### src/pkg/adcc_pkg.sv
// Package of constants and types for the converter control block
package adcc_pkg;

  localparam int unsigned ADCC_AW = 16;
  localparam int unsigned ADCC_DW = 8;
  localparam int unsigned ADCC_NCH = 15;
  localparam int unsigned ADCC_CHW = 5;

  // Register byte addresses
  localparam logic [15:0] ADCC_SCR_OFS  = 16'h0038;
  localparam logic [15:0] ADCC_DATA_OFS = 16'h0039;
  localparam logic [15:0] ADCC_CLK_OFS  = 16'h003A;

  // Status and control field positions
  localparam int unsigned ADCC_SCR_DONE_BIT = 7;
  localparam int unsigned ADCC_SCR_IEN_BIT  = 6;
  localparam int unsigned ADCC_SCR_CONT_BIT = 5;
  localparam int unsigned ADCC_SCR_CH_MSB   = 4;
  localparam int unsigned ADCC_SCR_CH_LSB   = 0;

  // Clock register field positions
  localparam int unsigned ADCC_CLK_DIV_MSB = 7;
  localparam int unsigned ADCC_CLK_DIV_LSB = 5;
  localparam int unsigned ADCC_CLK_SEL_BIT = 4;

  // Reset values
  localparam logic [4:0] ADCC_CH_OFF    = 5'h1F;
  localparam logic [7:0] ADCC_SCR_RESET = 8'h1F;
  localparam logic [2:0] ADCC_DIV_RESET = 3'h0;
  localparam logic       ADCC_SEL_RESET = 1'b0;

  // Conversion timing in converter clock ticks
  localparam int unsigned ADCC_RES_BITS   = 8;
  localparam int unsigned ADCC_CONV_TICKS = 16;
  localparam logic [3:0]  ADCC_LAST_TICK  = 4'(ADCC_CONV_TICKS - 1);
  localparam logic [4:0]  ADCC_MAX_DIV    = 5'h10;

  typedef enum logic [1:0] {
    ADCC_IDLE = 2'b00,
    ADCC_CONV = 2'b01
  } adcc_mode_type;

endpackage

### src/logic/adcc_conversion_control.sv
// Sequencer, registers and pin override of the 8-bit converter
//
// Notes on behaviour
// Channel field picks one of fifteen inputs.
// Every conversion yields an eight-bit result.
// Store result, then flag or interrupt.
// Selected pin forced to converter input.
// Port writes ignored on selected pin.
// Selected pin reads zero, or latch if output.
// High reference all ones, ground all zeros.
// Control write starts 16-17 tick conversion.
// Continuous mode overwrites unread results.
// Continuous repeats until its bit clears.
// Flag stays set until write or read.
// Interrupt enable allows request per conversion.
// Request only while done bit is zero.
// Converter keeps running during wait mode.
// Software powers down before wait if unused.
// Stop aborts conversion; resumes on exit.
// Software allows settling after stop.
// Software avoids timer clock shared channels.
// All-ones channel switches converter off.
// Prescaler divides by 1, 2, 4, 8, 16.
// Clock source bit picks bus or oscillator.
//
// Chosen here: the strobed register port.
module adcc_conversion_control
  import adcc_pkg::*;
(
  input  wire logic [15:0] addr_i,
  input  wire logic [7:0]  wdata_i,
  input  wire logic        write_i,
  input  wire logic        read_i,
  input  wire logic        clk_i,
  input  wire logic        rst_i,
  input  wire logic        oscillator_reference_clock_i,
  input  wire logic        comparator_i,
  input  wire logic        wait_mode_i,
  input  wire logic        stop_mode_i,
  input  wire logic [14:0] port_latch_i,
  input  wire logic [14:0] port_dir_i,
  input  wire logic [14:0] pin_i,
  output logic      [7:0]  rdata_o,
  output logic             irq_o,
  output logic      [7:0]  trial_code_o,
  output logic      [4:0]  selected_analog_input_o,
  output logic             converter_on_o,
  output logic             converting_o,
  output logic      [14:0] pin_out_o,
  output logic      [14:0] pin_oe_o,
  output logic      [14:0] port_read_o
);

  typedef struct packed {
    logic [7:0]    rdata;
    logic          done;
    logic          ien;
    logic          cont;
    logic [4:0]    ch;
    logic [2:0]    div;
    logic          clksel;
    logic [7:0]    result;
    logic [7:0]    sar;
    logic [3:0]    tick_cnt;
    adcc_mode_type mode;
    logic          resume;
    logic          stop_prev;
    logic          irq_pend;
    logic          irq;
    logic [1:0]    osc_sync;
    logic          osc_prev;
    logic [1:0]    cmp_sync;
    logic [14:0]   pin_s1;
    logic [14:0]   pin_s2;
    logic [14:0]   pin_out;
    logic [14:0]   pin_oe;
    logic [14:0]   port_rd;
    logic          conv_on;
    logic          busy;
  } adcc_state_type;

  adcc_state_type q;
  adcc_state_type d;

  // Internal strobes, register decode and pin select
  logic        adc_tick;
  logic        src_tick;
  logic        start;
  logic        prescale_run;
  logic        scr_wr;
  logic        clk_wr;
  logic        scr_rd;
  logic        data_rd;
  logic        clk_rd;
  logic [14:0] ch_hot;

  // Bit under trial for a given tick count, MSB first
  function automatic logic [2:0] adcc_bit(input logic [3:0] cnt);
    return 3'(ADCC_RES_BITS - 1) - cnt[3:1];
  endfunction

  function automatic logic adcc_hit(input logic [15:0] a, input logic [15:0] ofs);
    return a == ofs;
  endfunction

  // All-ones channel code powers the converter down
  function automatic logic adcc_off(input logic [4:0] ch);
    return ch == ADCC_CH_OFF;
  endfunction

  // One-hot pin select; codes above fourteen pick no pin
  function automatic logic [14:0] adcc_onehot(input logic [4:0] ch);
    logic [14:0] hot;
    hot = 15'h0000;
    for (int i = 0; i < ADCC_NCH; i++) begin
      hot[i] = (ch == 5'(i));
    end
    return hot;
  endfunction

  // Unmapped reads give zero; data register writes are dropped
  assign scr_wr  = write_i && adcc_hit(addr_i, ADCC_SCR_OFS);
  assign clk_wr  = write_i && adcc_hit(addr_i, ADCC_CLK_OFS);
  assign scr_rd  = read_i && adcc_hit(addr_i, ADCC_SCR_OFS);
  assign data_rd = read_i && adcc_hit(addr_i, ADCC_DATA_OFS);
  assign clk_rd  = read_i && adcc_hit(addr_i, ADCC_CLK_OFS);
  assign ch_hot  = adcc_onehot(q.ch);

  // bus clock or oscillator edge
  // Edge counted, so oscillator duty cycle does not matter
  assign src_tick = q.clksel ? 1'b1 : (q.osc_sync[1] & ~q.osc_prev);

  // no start while powered off
  assign start = scr_wr && !adcc_off(wdata_i[ADCC_SCR_CH_MSB:ADCC_SCR_CH_LSB])
                 && !stop_mode_i;

  assign prescale_run = (q.mode == ADCC_CONV) && !stop_mode_i;

  // Cleared on every start so a restart waits a full tick
  adcc_prescaler u_prescaler (
    .clk_i      (clk_i),
    .rst_i      (rst_i),
    .run_i      (prescale_run),
    .clear_i    (start),
    .src_tick_i (src_tick),
    .div_i      (q.div),
    .tick_o     (adc_tick)
  );

  always_comb begin
    logic [2:0] b;
    logic       sel;
    logic       fin;
    b   = 3'h0;
    sel = 1'b0;
    fin = 1'b0;
    d   = q;

    // Pin and oscillator synchronisers
    // Nothing reads a first stage except its second stage
    d.osc_sync = {q.osc_sync[0], oscillator_reference_clock_i};
    d.osc_prev = q.osc_sync[1];
    d.cmp_sync = {q.cmp_sync[0], comparator_i};
    d.pin_s1   = pin_i;
    d.pin_s2   = q.pin_s1;
    d.stop_prev = stop_mode_i;

    // Read data stand for one cycle only
    d.rdata = 8'h00;
    if (scr_rd) begin
      d.rdata = {q.done, q.ien, q.cont, q.ch};
    end
    if (data_rd) begin
      d.rdata = q.result;
      // data read clears flag
      if (!q.ien) begin
        d.done = 1'b0;
      end
      d.irq_pend = 1'b0;
    end
    if (clk_rd) begin
      d.rdata = {q.div, q.clksel, 4'h0};
    end

    if (scr_wr) begin
      d.ien  = wdata_i[ADCC_SCR_IEN_BIT];
      d.cont = wdata_i[ADCC_SCR_CONT_BIT];
      d.ch   = wdata_i[ADCC_SCR_CH_MSB:ADCC_SCR_CH_LSB];
      // done bit writable only with interrupts
      d.done = q.ien ? wdata_i[ADCC_SCR_DONE_BIT] : 1'b0;
      d.irq_pend = 1'b0;
      d.resume   = 1'b0;
      // off code aborts a conversion unless a resume after stop lands in the same cycle
      if (adcc_off(d.ch)) begin
        d.mode = ADCC_IDLE;
      end
    end
    // No guard: a divider change mid-conversion skews that result
    if (clk_wr) begin
      d.div    = wdata_i[ADCC_CLK_DIV_MSB:ADCC_CLK_DIV_LSB];
      d.clksel = wdata_i[ADCC_CLK_SEL_BIT];
    end

    // write starts a fresh conversion
    if (start) begin
      d.mode     = ADCC_CONV;
      d.tick_cnt = 4'h0;
      d.sar      = 8'h00;
    end else if (stop_mode_i) begin
      // stop aborts, remember to resume
      // Trial bits are lost, so the resumed run starts over
      if (q.mode == ADCC_CONV) begin
        d.resume = 1'b1;
      end
      d.mode = ADCC_IDLE;
    end else if (q.stop_prev && q.resume && !adcc_off(q.ch)) begin
      // resume after stop exit
      d.resume   = 1'b0;
      d.mode     = ADCC_CONV;
      d.tick_cnt = 4'h0;
      d.sar      = 8'h00;
    end else if (q.mode == ADCC_CONV && adc_tick) begin
      // runs on regardless of wait mode
      b = adcc_bit(q.tick_cnt);
      if (!q.tick_cnt[0]) begin
        d.sar[b] = 1'b1;
      end else begin
        // keep bit while input at or above trial
        // Comparator seen two cycles late; divide by one is marginal
        d.sar[b] = q.cmp_sync[1];
      end
      d.tick_cnt = q.tick_cnt + 4'h1;
      fin = (q.tick_cnt == ADCC_LAST_TICK);
    end

    if (fin) begin
      // eight-bit result
      // overwrite regardless of reads
      d.result = d.sar;
      d.sar    = 8'h00;
      // back to back while continuous
      // A same-cycle power-down write must still stop it
      d.mode = (d.cont && !adcc_off(d.ch)) ? ADCC_CONV : ADCC_IDLE;
      // flag or request after storing
      if (q.ien) begin
        // request per completed conversion
        d.irq_pend = 1'b1;
      end else begin
        // set wins over same-cycle clear
        d.done = 1'b1;
      end
    end

    // Level request, held until software clears it
    // request gated by done bit low
    d.irq = d.ien && d.irq_pend && !d.done;

    // converter power
    d.conv_on = !adcc_off(d.ch);
    // Busy flag kept in a flop so the output needs no decode
    d.busy    = (d.mode == ADCC_CONV);

    for (int i = 0; i < ADCC_NCH; i++) begin
      // selected channel pin override
      sel = ch_hot[i];
      // port writes have no effect here
      d.pin_oe[i]  = sel ? 1'b0 : port_dir_i[i];
      d.pin_out[i] = port_latch_i[i];
      // zero or latch on selected pin
      if (port_dir_i[i]) begin
        d.port_rd[i] = port_latch_i[i];
      end else begin
        d.port_rd[i] = sel ? 1'b0 : q.pin_s2[i];
      end
    end
  end

  always_ff @(posedge clk_i or posedge rst_i) begin
    if (rst_i) begin
      // Status fields from their packed reset value
      q <= '0;
      q.ch <= ADCC_SCR_RESET[ADCC_SCR_CH_MSB:ADCC_SCR_CH_LSB];
      q.done <= ADCC_SCR_RESET[ADCC_SCR_DONE_BIT];
      q.ien <= ADCC_SCR_RESET[ADCC_SCR_IEN_BIT];
      q.cont <= ADCC_SCR_RESET[ADCC_SCR_CONT_BIT];
      q.div <= ADCC_DIV_RESET;
      q.clksel <= ADCC_SEL_RESET;
      q.mode <= ADCC_IDLE;
    end else begin
      q <= d;
    end
  end

  assign rdata_o                 = q.rdata;
  assign irq_o                   = q.irq;
  assign trial_code_o            = q.sar;
  assign selected_analog_input_o = q.ch;
  assign converter_on_o          = q.conv_on;
  assign converting_o            = q.busy;
  assign pin_out_o               = q.pin_out;
  assign pin_oe_o                = q.pin_oe;
  assign port_read_o             = q.port_rd;

endmodule // adcc_conversion_control

### src/logic/adcc_prescaler.sv
// Converter clock prescaler producing a one-cycle tick enable
module adcc_prescaler
  import adcc_pkg::*;
(
  input  wire logic       clk_i,
  input  wire logic       rst_i,
  input  wire logic       run_i,
  input  wire logic       clear_i,
  input  wire logic       src_tick_i,
  input  wire logic [2:0] div_i,
  output logic            tick_o
);

  typedef struct packed {
    logic [3:0] cnt;
    logic       tick;
  } adcc_pre_type;

  adcc_pre_type q;
  adcc_pre_type d;

  function automatic logic [3:0] adcc_last(input logic [2:0] code);
    logic [4:0] ratio;
    ratio = code[2] ? ADCC_MAX_DIV : (5'h01 << code[1:0]);
    return 4'(ratio - 5'h01);
  endfunction

  always_comb begin
    d      = q;
    d.tick = 1'b0;
    if (!run_i || clear_i) begin
      d.cnt = 4'h0;
    end else if (src_tick_i) begin
      // divide by 1/2/4/8/16
      if (q.cnt >= adcc_last(div_i)) begin
        d.cnt  = 4'h0;
        d.tick = 1'b1;
      end else begin
        d.cnt = q.cnt + 4'h1;
      end
    end
  end

  always_ff @(posedge clk_i or posedge rst_i) begin
    if (rst_i) begin
      q <= '0;
    end else begin
      q <= d;
    end
  end

  assign tick_o = q.tick;

endmodule // adcc_prescaler

### config.mk
export PLATFORM = sky130hd
export DESIGN_NAME = adcc_conversion_control
export DESIGN_NICKNAME = d
export VERILOG_FILES = /design/src/pkg/adcc_pkg.sv /design/src/logic/adcc_conversion_control.sv /design/src/logic/adcc_prescaler.sv
export SDC_FILE = /design/constraint.sdc
export NUM_CORES = 1
export LEC_CHECK = 0
export BUFFER_PORTS_ARGS = -buffer_cell sky130_fd_sc_hd__buf_2
export CAP_MARGIN = 20
export CORE_UTILIZATION = 25
export DETAILED_ROUTE_END_ITERATION = 8
export PLACE_DENSITY_LB_ADDON = 0.1
export SLEW_MARGIN = 20
export SYNTH_ARGS = -nofsm -noshare
export SYNTH_HDL_FRONTEND = slang
export SYNTH_SLANG_ARGS = --single-unit
### constraint.sdc
create_clock -name clk_i -period 5.57 [get_ports clk_i]
set_clock_uncertainty 0.1 [all_clocks]
set_input_delay 1.114 -clock clk_i [delete_from_list [all_inputs] [get_ports clk_i]]
set_output_delay 1.114 -clock clk_i [all_outputs]
set_load 0.01 [all_outputs]
# Word-level counts from Yosys, hierarchy flattened
# Cells that the tools add are included.
dict set report totals {
  register_bits 133
  latchBits 0
  ramBits 0
  rom_bits 0
  in_bits 77
  output_inout_bits 69
  mem_count 0
}
dict set report classes {
  n_addsub 4
  mul 0
  div_mod_pow 0
  magnitude_cmp 3
  n_eq_ne 24
  shifts 1
  n_mux 85
  n_bitwise 3
  n_reduce_logical 26
}
# operator count
set op_table {}
lappend op_table {{$mux W1} 64}
lappend op_table {{$eq A16 B6 Y1 const B} 3}
lappend op_table {{$mux W8} 5}
lappend op_table {{$mux W12} 3}
lappend op_table {{$eq A5 B4 Y1 const B} 7}
lappend op_table {{$eq A5 B3 Y1 const B} 4}
lappend op_table {{$eq A5 B5 Y1 const B} 3}
lappend op_table {{$logic_and A1 B1 Y1} 15}
lappend op_table {{$mux W14} 1}
lappend op_table {{$mux W4} 3}
lappend op_table {{$eq A5 B2 Y1 const B} 2}
lappend op_table {{$mux W3} 3}
lappend op_table {{$mux W9} 1}
lappend op_table {{$add A4 B1 Y4 const B} 2}
lappend op_table {{$bwmux W8} 1}
lappend op_table {{$or A8 B8 Y8} 1}
lappend op_table {{$logic_not A1 Y1} 6}
lappend op_table {{$eq A5 B1 Y1 const B} 1}
lappend op_table {{$logic_not A5 Y1} 1}
lappend op_table {{$mux W5} 1}
lappend op_table {{$eq A2 B1 Y1 const B} 2}
lappend op_table {{$eq A4 B4 Y1 const B} 1}
lappend op_table {{$ge A4 B4 Y1} 1}
lappend op_table {{$lt A3 B4 Y1 const B} 1}
lappend op_table {{13 further kinds} 14}

# Longest topological paths before layout
# Gate-level depths: netlist of run 1.
dict set report logic_depth {
  ltp_word 13
  ltp_mapped 9
  depth_no_buf 9
}

# By module
# Synthesis of run 1 repeated with hierarchy kept, for this count alone.
dict set report unflattened {
  cells_unflattened 508
  hier_area_um2 5698.0
}
# module n_inst cells_each area_per_inst_um2 seq_area_each_um2
set modules_own_cells {}
lappend modules_own_cells {adcc_conversion_control 1 466 5315.1 3209.3}
lappend modules_own_cells {adcc_prescaler 1 42 382.9 125.1}

# Worst setup path after synthesis of run 1
# OpenSTA, ideal clock, no wires.
dict set report synth_path {
  kind {input to register}
  from {input addr_i[6]}
  to {register q[117] (netlist name)}
  arrival_ns 2.475
  t_required_ns 5.345
  slack_ns 2.870
  cell_stages 5
  path_cell_list {nor4_2 nand2_1 nor4_4 buf_2 mux2_2}
}
# element line
set synth_rtl {}
lappend synth_rtl {{start: declaration} adcc_conversion_control.sv:30} ;# input wire logic [15:0] addr_i,
lappend synth_rtl {{end: declaration} adcc_conversion_control.sv:82} ;# adcc_state_type q;

==> reports/metrics.csv, run 1 <==
stage;metric;value;unit
outcome;outcome;finished, final reports clean;
die;core-area;21300;µm²
timing;fmax;331;MHz
yosys;yosys-top-cells-count;dfrtp_1 (128), nand2_1 (82), buf_4 (66), o21ai_0 (28), and2_1 (18);
worst_setup_path;max_stage_delay;870;ps
global_routing;grt-ovfl-total;0;
yosys;syn_inst;482;
cts;cts.sinks;133;
worst_setup_path;critPathTopFamily;simple AND/OR/NAND/NOR gates;
yosys;synth.net_count;566;
timing;rsz0062_at_grt;no;
cts;clkSlewWorstSetupHoldPaths;60;ps
yosys;synthDistinctLibCells;44;
cts;postCtsSetupBuffers;0;
pwr;leakagePower;3.21;nW
route;vias_per_cell;4.23;
timing;maxSlewViolCount;0;
yosys;async_reset_ff_share;100;%
route;wl_per_cell;15.0;µm
min_path;hp-class;reg2reg;
worst_setup_path;arrival;3220;ps
timing;holdWs;243;ps
route;drtIter0Drc;148;
timing;finalHoldViolCount;0;
global_routing;grtUsageTotal;12.1;%
die;chipHeight;150;µm
global_routing;grt_pass1_vias;3755;
yosys;ys.flop_type;dfrtp_1;
worst_setup_path;startpoint_type;primary input;
finish;drive_gt1_share;34.6;%
worst_setup_path;path_cells;buf_2 > nor4_2 > nand2_1 > nor4_4 > mux2i_1 > o211ai_1 > a211oi_1;
run;drv_cap;0;
worst_setup_path;worstPathMaxFanout;15;
cts;clock-root-buffer;clkbuf_16;
place;place_congestion;0.747;
pwr;ir_drop;0.162;mV
die;die_area;22600;µm²
yosys;avgSynthCellArea;11.4;µm²
yosys;synth-edff-count;0;
global_routing;antenna_found_initial;0;
finish;nets;658;
yosys;yosysMostFrequentCell;dfrtp_1;
cts;holdBufCountCts;0;
route;ant_nets;0;
cts;numCtsBuffers;17;
route;drc;0;
route;drt_first_pass_iters;5;
yosys;synth_warnings;0;
place;placed_area;6050;µm²
cts;h-tree-depth;4;
worst_setup_path;crit_type;in2reg;
timing;tightest_slew;1040;ps
place;numPortBuffers;144;
die;start_util;25.8;%
cts;cts_resized;0;
yosys;synth_area_leaders;dfrtp_1 (58%), buf_4 (9.0%), nand2_1 (5.6%);
timing;slew_headroom;29.8;%
cts;cts_buffer_depth;2;
cts;cts_tree;built;
yosys;synth_seq_area_share;60.7;%
timing;setup_viol;0;
die;num_rows;53;
place;dp_hpwl;9590;µm
finish;post-route-util;31.4;%
timing;fin_tns_setup;0;ps
global_routing;grt_pass1_wl;20300;µm
route;vias;3639;
finish;n_antenna_cell;0;
die;ios;146;
yosys;ys_ff_latch;133;
worst_setup_path;crit_slowest_cell;nor4_4;
place;place_inst;830;
cts;insertion_delay;410;ps
worst_setup_path;crit_path_end_kind;register;
yosys;netlist_area;5490;µm²
finish;syn2layout_area_growth;21.7;%
timing;fin_crit_sh;54.2;%
yosys;synth_top_area_share;58.4;%
global_routing;grt_max_degree;89;
finish;design_area;6680;µm²
worst_setup_path;crit_buf_inv;1;
timing;fin_crit;3020;ps
finish;fillers;2183;
finish;stdcell_count;861;
route;wl;12900;µm
die;die_x;150;µm
yosys;synth_area_leader_cell;dfrtp_1;
worst_setup_path;cp.required;5770;ps
pwr;p_per_area;345;nW/µm²
[final cells by class]
type	count	area (µm²)	area share [%]
inverters	11	46.3	0.693
clock buffers	19	453	6.78
multi-input cells	265	1590	23.8
flip-flops and latches	133	3330	49.9
clock inverters	12	176	2.64
repair buffers	146	736	11.0
well taps	275	344	5.15
[metrics by stage]
| stage | power [mW] | setup WS (ps) |
|---|---|---|
| final | 2.31 | 2550 |
| after global routing | 2.41 | 2350 |
| after CTS | 2.35 | 2540 |
| after detailed placement | 1.14 | 2120 |
| after global placement | 1.14 | 2150 |
| after floorplan | 1.10 | 810 |
[cell families (layout without fill, tap and decap cells)]
family / Yosys count / count (layout) / share of synthesized area, %
mux: 17 / 17 / 3.42
buf+inv: 84 / 188 / 10.3
compound gates: 69 / 69 / 7.93
xor+xnor: 1 / 1 / 0.160
fa+ha+maj: 7 / 7 / 1.60
flops: 133 / 133 / 60.7
simple gates: 171 / 171 / 15.8
[registers in the layout (all words and copies together) (netlist names)]
signal	cells
pin_oe_o	15
trial_code_o	8
irq_o	1
selected_analog_input_o	5
port_read_o	15
d	18
u_prescaler.tick_o	1
q	41
rdata_o	8
converter_on_o	1
pin_out_o	15
converting_o	1
u_prescaler.q	4
[per-layer routing]
| layer | vias to the layer above | track usage, % | part of all wire (%) | routed length (µm) |
|---|---|---|---|---|
| met4 | 0 | 4.85 | 0.99 | 128 |
| met2 | 124 | 19.1 | 46 | 6000 |
| li1 | 1756 | - | - | - |
| met1 | 1749 | 15.9 | 47 | 6080 |
| met5 | - | 0 | 0 | 0 |
| met3 | 10 | 3.00 | 5.7 | 741 |
[path summary, 6_finish.rpt]
path	start	to	slack [ps]	cells after the start
max in group asynchronous	rst_i	d[56]$_DFF_PP0_	3470	3
min reg2reg	d[49]$_DFF_PP0_	q[49]$_DFF_PP0_	240	0
max reg2reg	q[109]$_DFFE_PP0P_	u_prescaler.q[3]$_DFFE_PP0P_	2750	8
max	addr_i[13]	irq_o$_DFF_PP0_	2550	7
min in group asynchronous	rst_i	d[52]$_DFF_PP0_	770	2
min	d[49]$_DFF_PP0_	q[49]$_DFF_PP0_	240	0
[power breakdown]
group | total [mW] | switching (mW) | internal (mW)
clock | 1.19 | 0.417 | 0.771
sequential | 1.01 | 0.0114 | 1.00
combinational | 0.106 | 0.0623 | 0.0439
total | 2.31 | 0.490 | 1.82
[cells in the final DEF (no fill, tap or decap), types with 6 or more instances in the layout]
| cell type | count |
|---|---|
| buf_2 | 144 |
| dfrtp_1 | 128 |
| nand2_1 | 82 |
| o21ai_0 | 28 |
| and2_1 | 18 |
| nand3_1 | 17 |
| clkbuf_16 | 17 |
| a21oi_1 | 15 |
| nor2_1 | 14 |
| mux2_2 | 14 |
| inv_1 | 10 |
| ha_1 | 7 |
| a22o_1 | 6 |
[worst register-to-register path, cell delays in order, from the launching register on]
cell and delay [ps]:
dfrtp_1 430, or3_1 420, ha_1 300, ha_1 270, a21o_1 150, a21o_1 180, a211oi_1 580, a31oi_1 160
a31oi_1 170
(Power assumes the default switching activity.)
==> run 2: changes to the inputs <==
- clock period: 5.57 -> 2.95 ns (I/O delays scaled with it)
==> reports/metrics.csv, run 2 (synthesis gave the netlist of run 1 again) <==
stage;metric;value;unit;change
cts;cts_tree;built;;
route;drc;0;;unchanged
timing;finalHoldViolCount;0;;unchanged
timing;tightest_slew;817;ps;-227 ps
worst_setup_path;path_cells;or3_1 > ha_1 > ha_1 > a21o_1 > a21o_1 > a211oi_1 > buf_4 > nand3b_1 > a31oi_1;;
place;placed_area;6130;µm²;+1.3%
worst_setup_path;worstPathMaxFanout;6;;-9
global_routing;grt-ovfl-total;0;;unchanged
finish;area.sequential;3330;µm²;unchanged
route;drt_first_pass_iters;5;;unchanged
pwr;total_power;4.16;mW;+81%
place;dp_hpwl;9410;µm;-1.9%
place;numPortBuffers;144;;unchanged
die;ios;146;;unchanged
global_routing;grtUsageTotal;12.0;%;-0.090 points
cts;cts_buffer_depth;2;;unchanged
finish;drive_gt1_share;35.4;%;+0.76 points
pwr;p_per_area;621;nW/µm²;+80%
run;drv_cap;0;;unchanged
min_path;hp-class;in2reg;;
finish;design_area;6710;µm²;+0.43%
cts;insertion_delay;410;ps;about the same
finish;largest_reg_flops;41;;unchanged
global_routing;grt_max_degree;134;;+51%
timing;setup_viol;0;;unchanged
route;vias_per_cell;4.21;;-0.47%
die;core-area;21300;µm²;unchanged
place;place_congestion;0.751;;+0.43%
timing;fin_crit;2570;ps;
timing;fin_crit_sh;87.0;%;
worst_setup_path;startpoint_type;register;;
global_routing;grt_pass1_wl;20300;µm;+0.14%
finish;multi_input_area;1590;µm²;unchanged
finish;fillers;2220;;+1.7%
worst_setup_path;crit_path_end_kind;register;;
finish;syn2layout_area_growth;22.2;%;
timing;slew_headroom;45.5;%;+16 points
worst_setup_path;cp-startpoint;q[109]$_DFFE_PP0P_;;
worst_setup_path;crit-reg2reg-launch;q[109]$_DFFE_PP0P_;;
die;die_x;150;µm;unchanged
pwr;ir_drop;0.318;mV;+96%
worst_setup_path;crit_type;reg2reg;;
finish;final_cell_mix;buf_2 (144), dfrtp_1 (128), nand2_1 (82), o21ai_0 (28), and2_1 (18);;
timing;fin_tns_setup;0;ps;unchanged
cts;h-tree-depth;4;;unchanged
cts;clkSlewWorstSetupHoldPaths;60;ps;about the same
worst_setup_path;arrival;2800;ps;-420 ps
finish;layout_commonest_cell;buf_2;;
cts;cts_resized;0;;unchanged
timing;fmax;390;MHz;
cts;cts.sinks;133;;unchanged
global_routing;antenna_found_initial;0;;unchanged
route;wl;12800;µm;-1.4%
route;ant_nets;0;;unchanged
route;vias;3668;;+0.80%
die;num_rows;53;;unchanged
timing;maxSlewViolCount;0;;unchanged
die;start_util;25.8;%;unchanged
min_path;hold_start;comparator_i;;
route;wl_per_cell;14.6;µm;-2.6%
cts;postCtsSetupBuffers;0;;unchanged
worst_setup_path;cp.required;3180;ps;-2590 ps
route;drtIter0Drc;130;;-12%
global_routing;grt_pass1_vias;3703;;-1.4%
finish;regMostFlops;q;;
worst_setup_path;r2r_slack;380;ps;-2370 ps
cts;numCtsBuffers;17;;unchanged
finish;nets;667;;+1.4%
timing;rsz0062_at_grt;no;;
die;die_area;22600;µm²;unchanged
pwr;leakagePower;3.23;nW;+0.66%
cts;clock-root-buffer;clkbuf_16;;
worst_setup_path;max_stage_delay;420;ps;-450 ps
die;chipHeight;150;µm;unchanged
outcome;outcome;finished, final reports clean;;
cts;holdBufCountCts;0;;unchanged
worst_setup_path;crit_slowest_cell;dfrtp_1;;
## run 2: cell count changes in the layout (fill, tap and decap cells not counted), sizes merged
cell / before / now
buf: 146 / 155
bufinv: 4 / 2
clkbuf: 19 / 20
clkinv: 4 / 7
clkinvlp: 2 / 3
diode: 0 / 1
inv: 13 / 11
## run 2: power breakdown
part	internal, mW	switching, mW
Combinational	0.0850	0.117
Sequential	1.89	0.0209
Clock	1.27	0.786
## run 2: final timing paths
kind,endpoint,depth (start not counted)
max,u_prescaler.q[3]$_DFFE_PP0P_,9
min,d[78]$_DFF_PP0_,1
max reg2reg,u_prescaler.q[3]$_DFFE_PP0P_,9
min reg2reg,q[56]$_DFF_PP0_,0
max in group asynchronous,port_read_o[6]$_DFF_PP0_,3
min in group asynchronous,rdata_o[7]$_DFF_PP0_,3
## run 2: worst max-delay path: cells and delay by family (launching register included)
family	cells	cell delay, ps
AOI/OAI and AO/OA	4	720
adders and majority gates	2	580
and+or+nand+nor	2	490
buffers and inverters	1	180
DFF	1	420
## run 2: through the flow
stage | instances | util, % | setup slack (ps) | hold WS [ps]
after global placement | 839 | 28.8 | 409 | 232
after detailed placement | 839 | 28.8 | 367 | 235
after floorplan | 482 | - | 362 | 231
final | 872 | 31.5 | 384 | 178
after global routing | 871 | 31.5 | 267 | 154
after CTS | 871 | 31.5 | 369 | 155
## run 2: metal layers
metal	GRT usage [%]	share of wire, %	vias up
met5	0	0	-
met3	3.15	6.1	12
met2	19.3	48	116
met1	15.4	45	1756
met4	4.70	1.4	0
li1	-	-	1784
## run 2: area by class of cell
cell class              instances  area share, %
well taps                     275           5.13
clock inverters                12           1.94
flip-flops and latches        133           49.7
repair buffers                155           12.2
multi-input cells             265           23.7
inverters                      11          0.672
diodes                          1         0.0373
clock buffers                  20           6.66
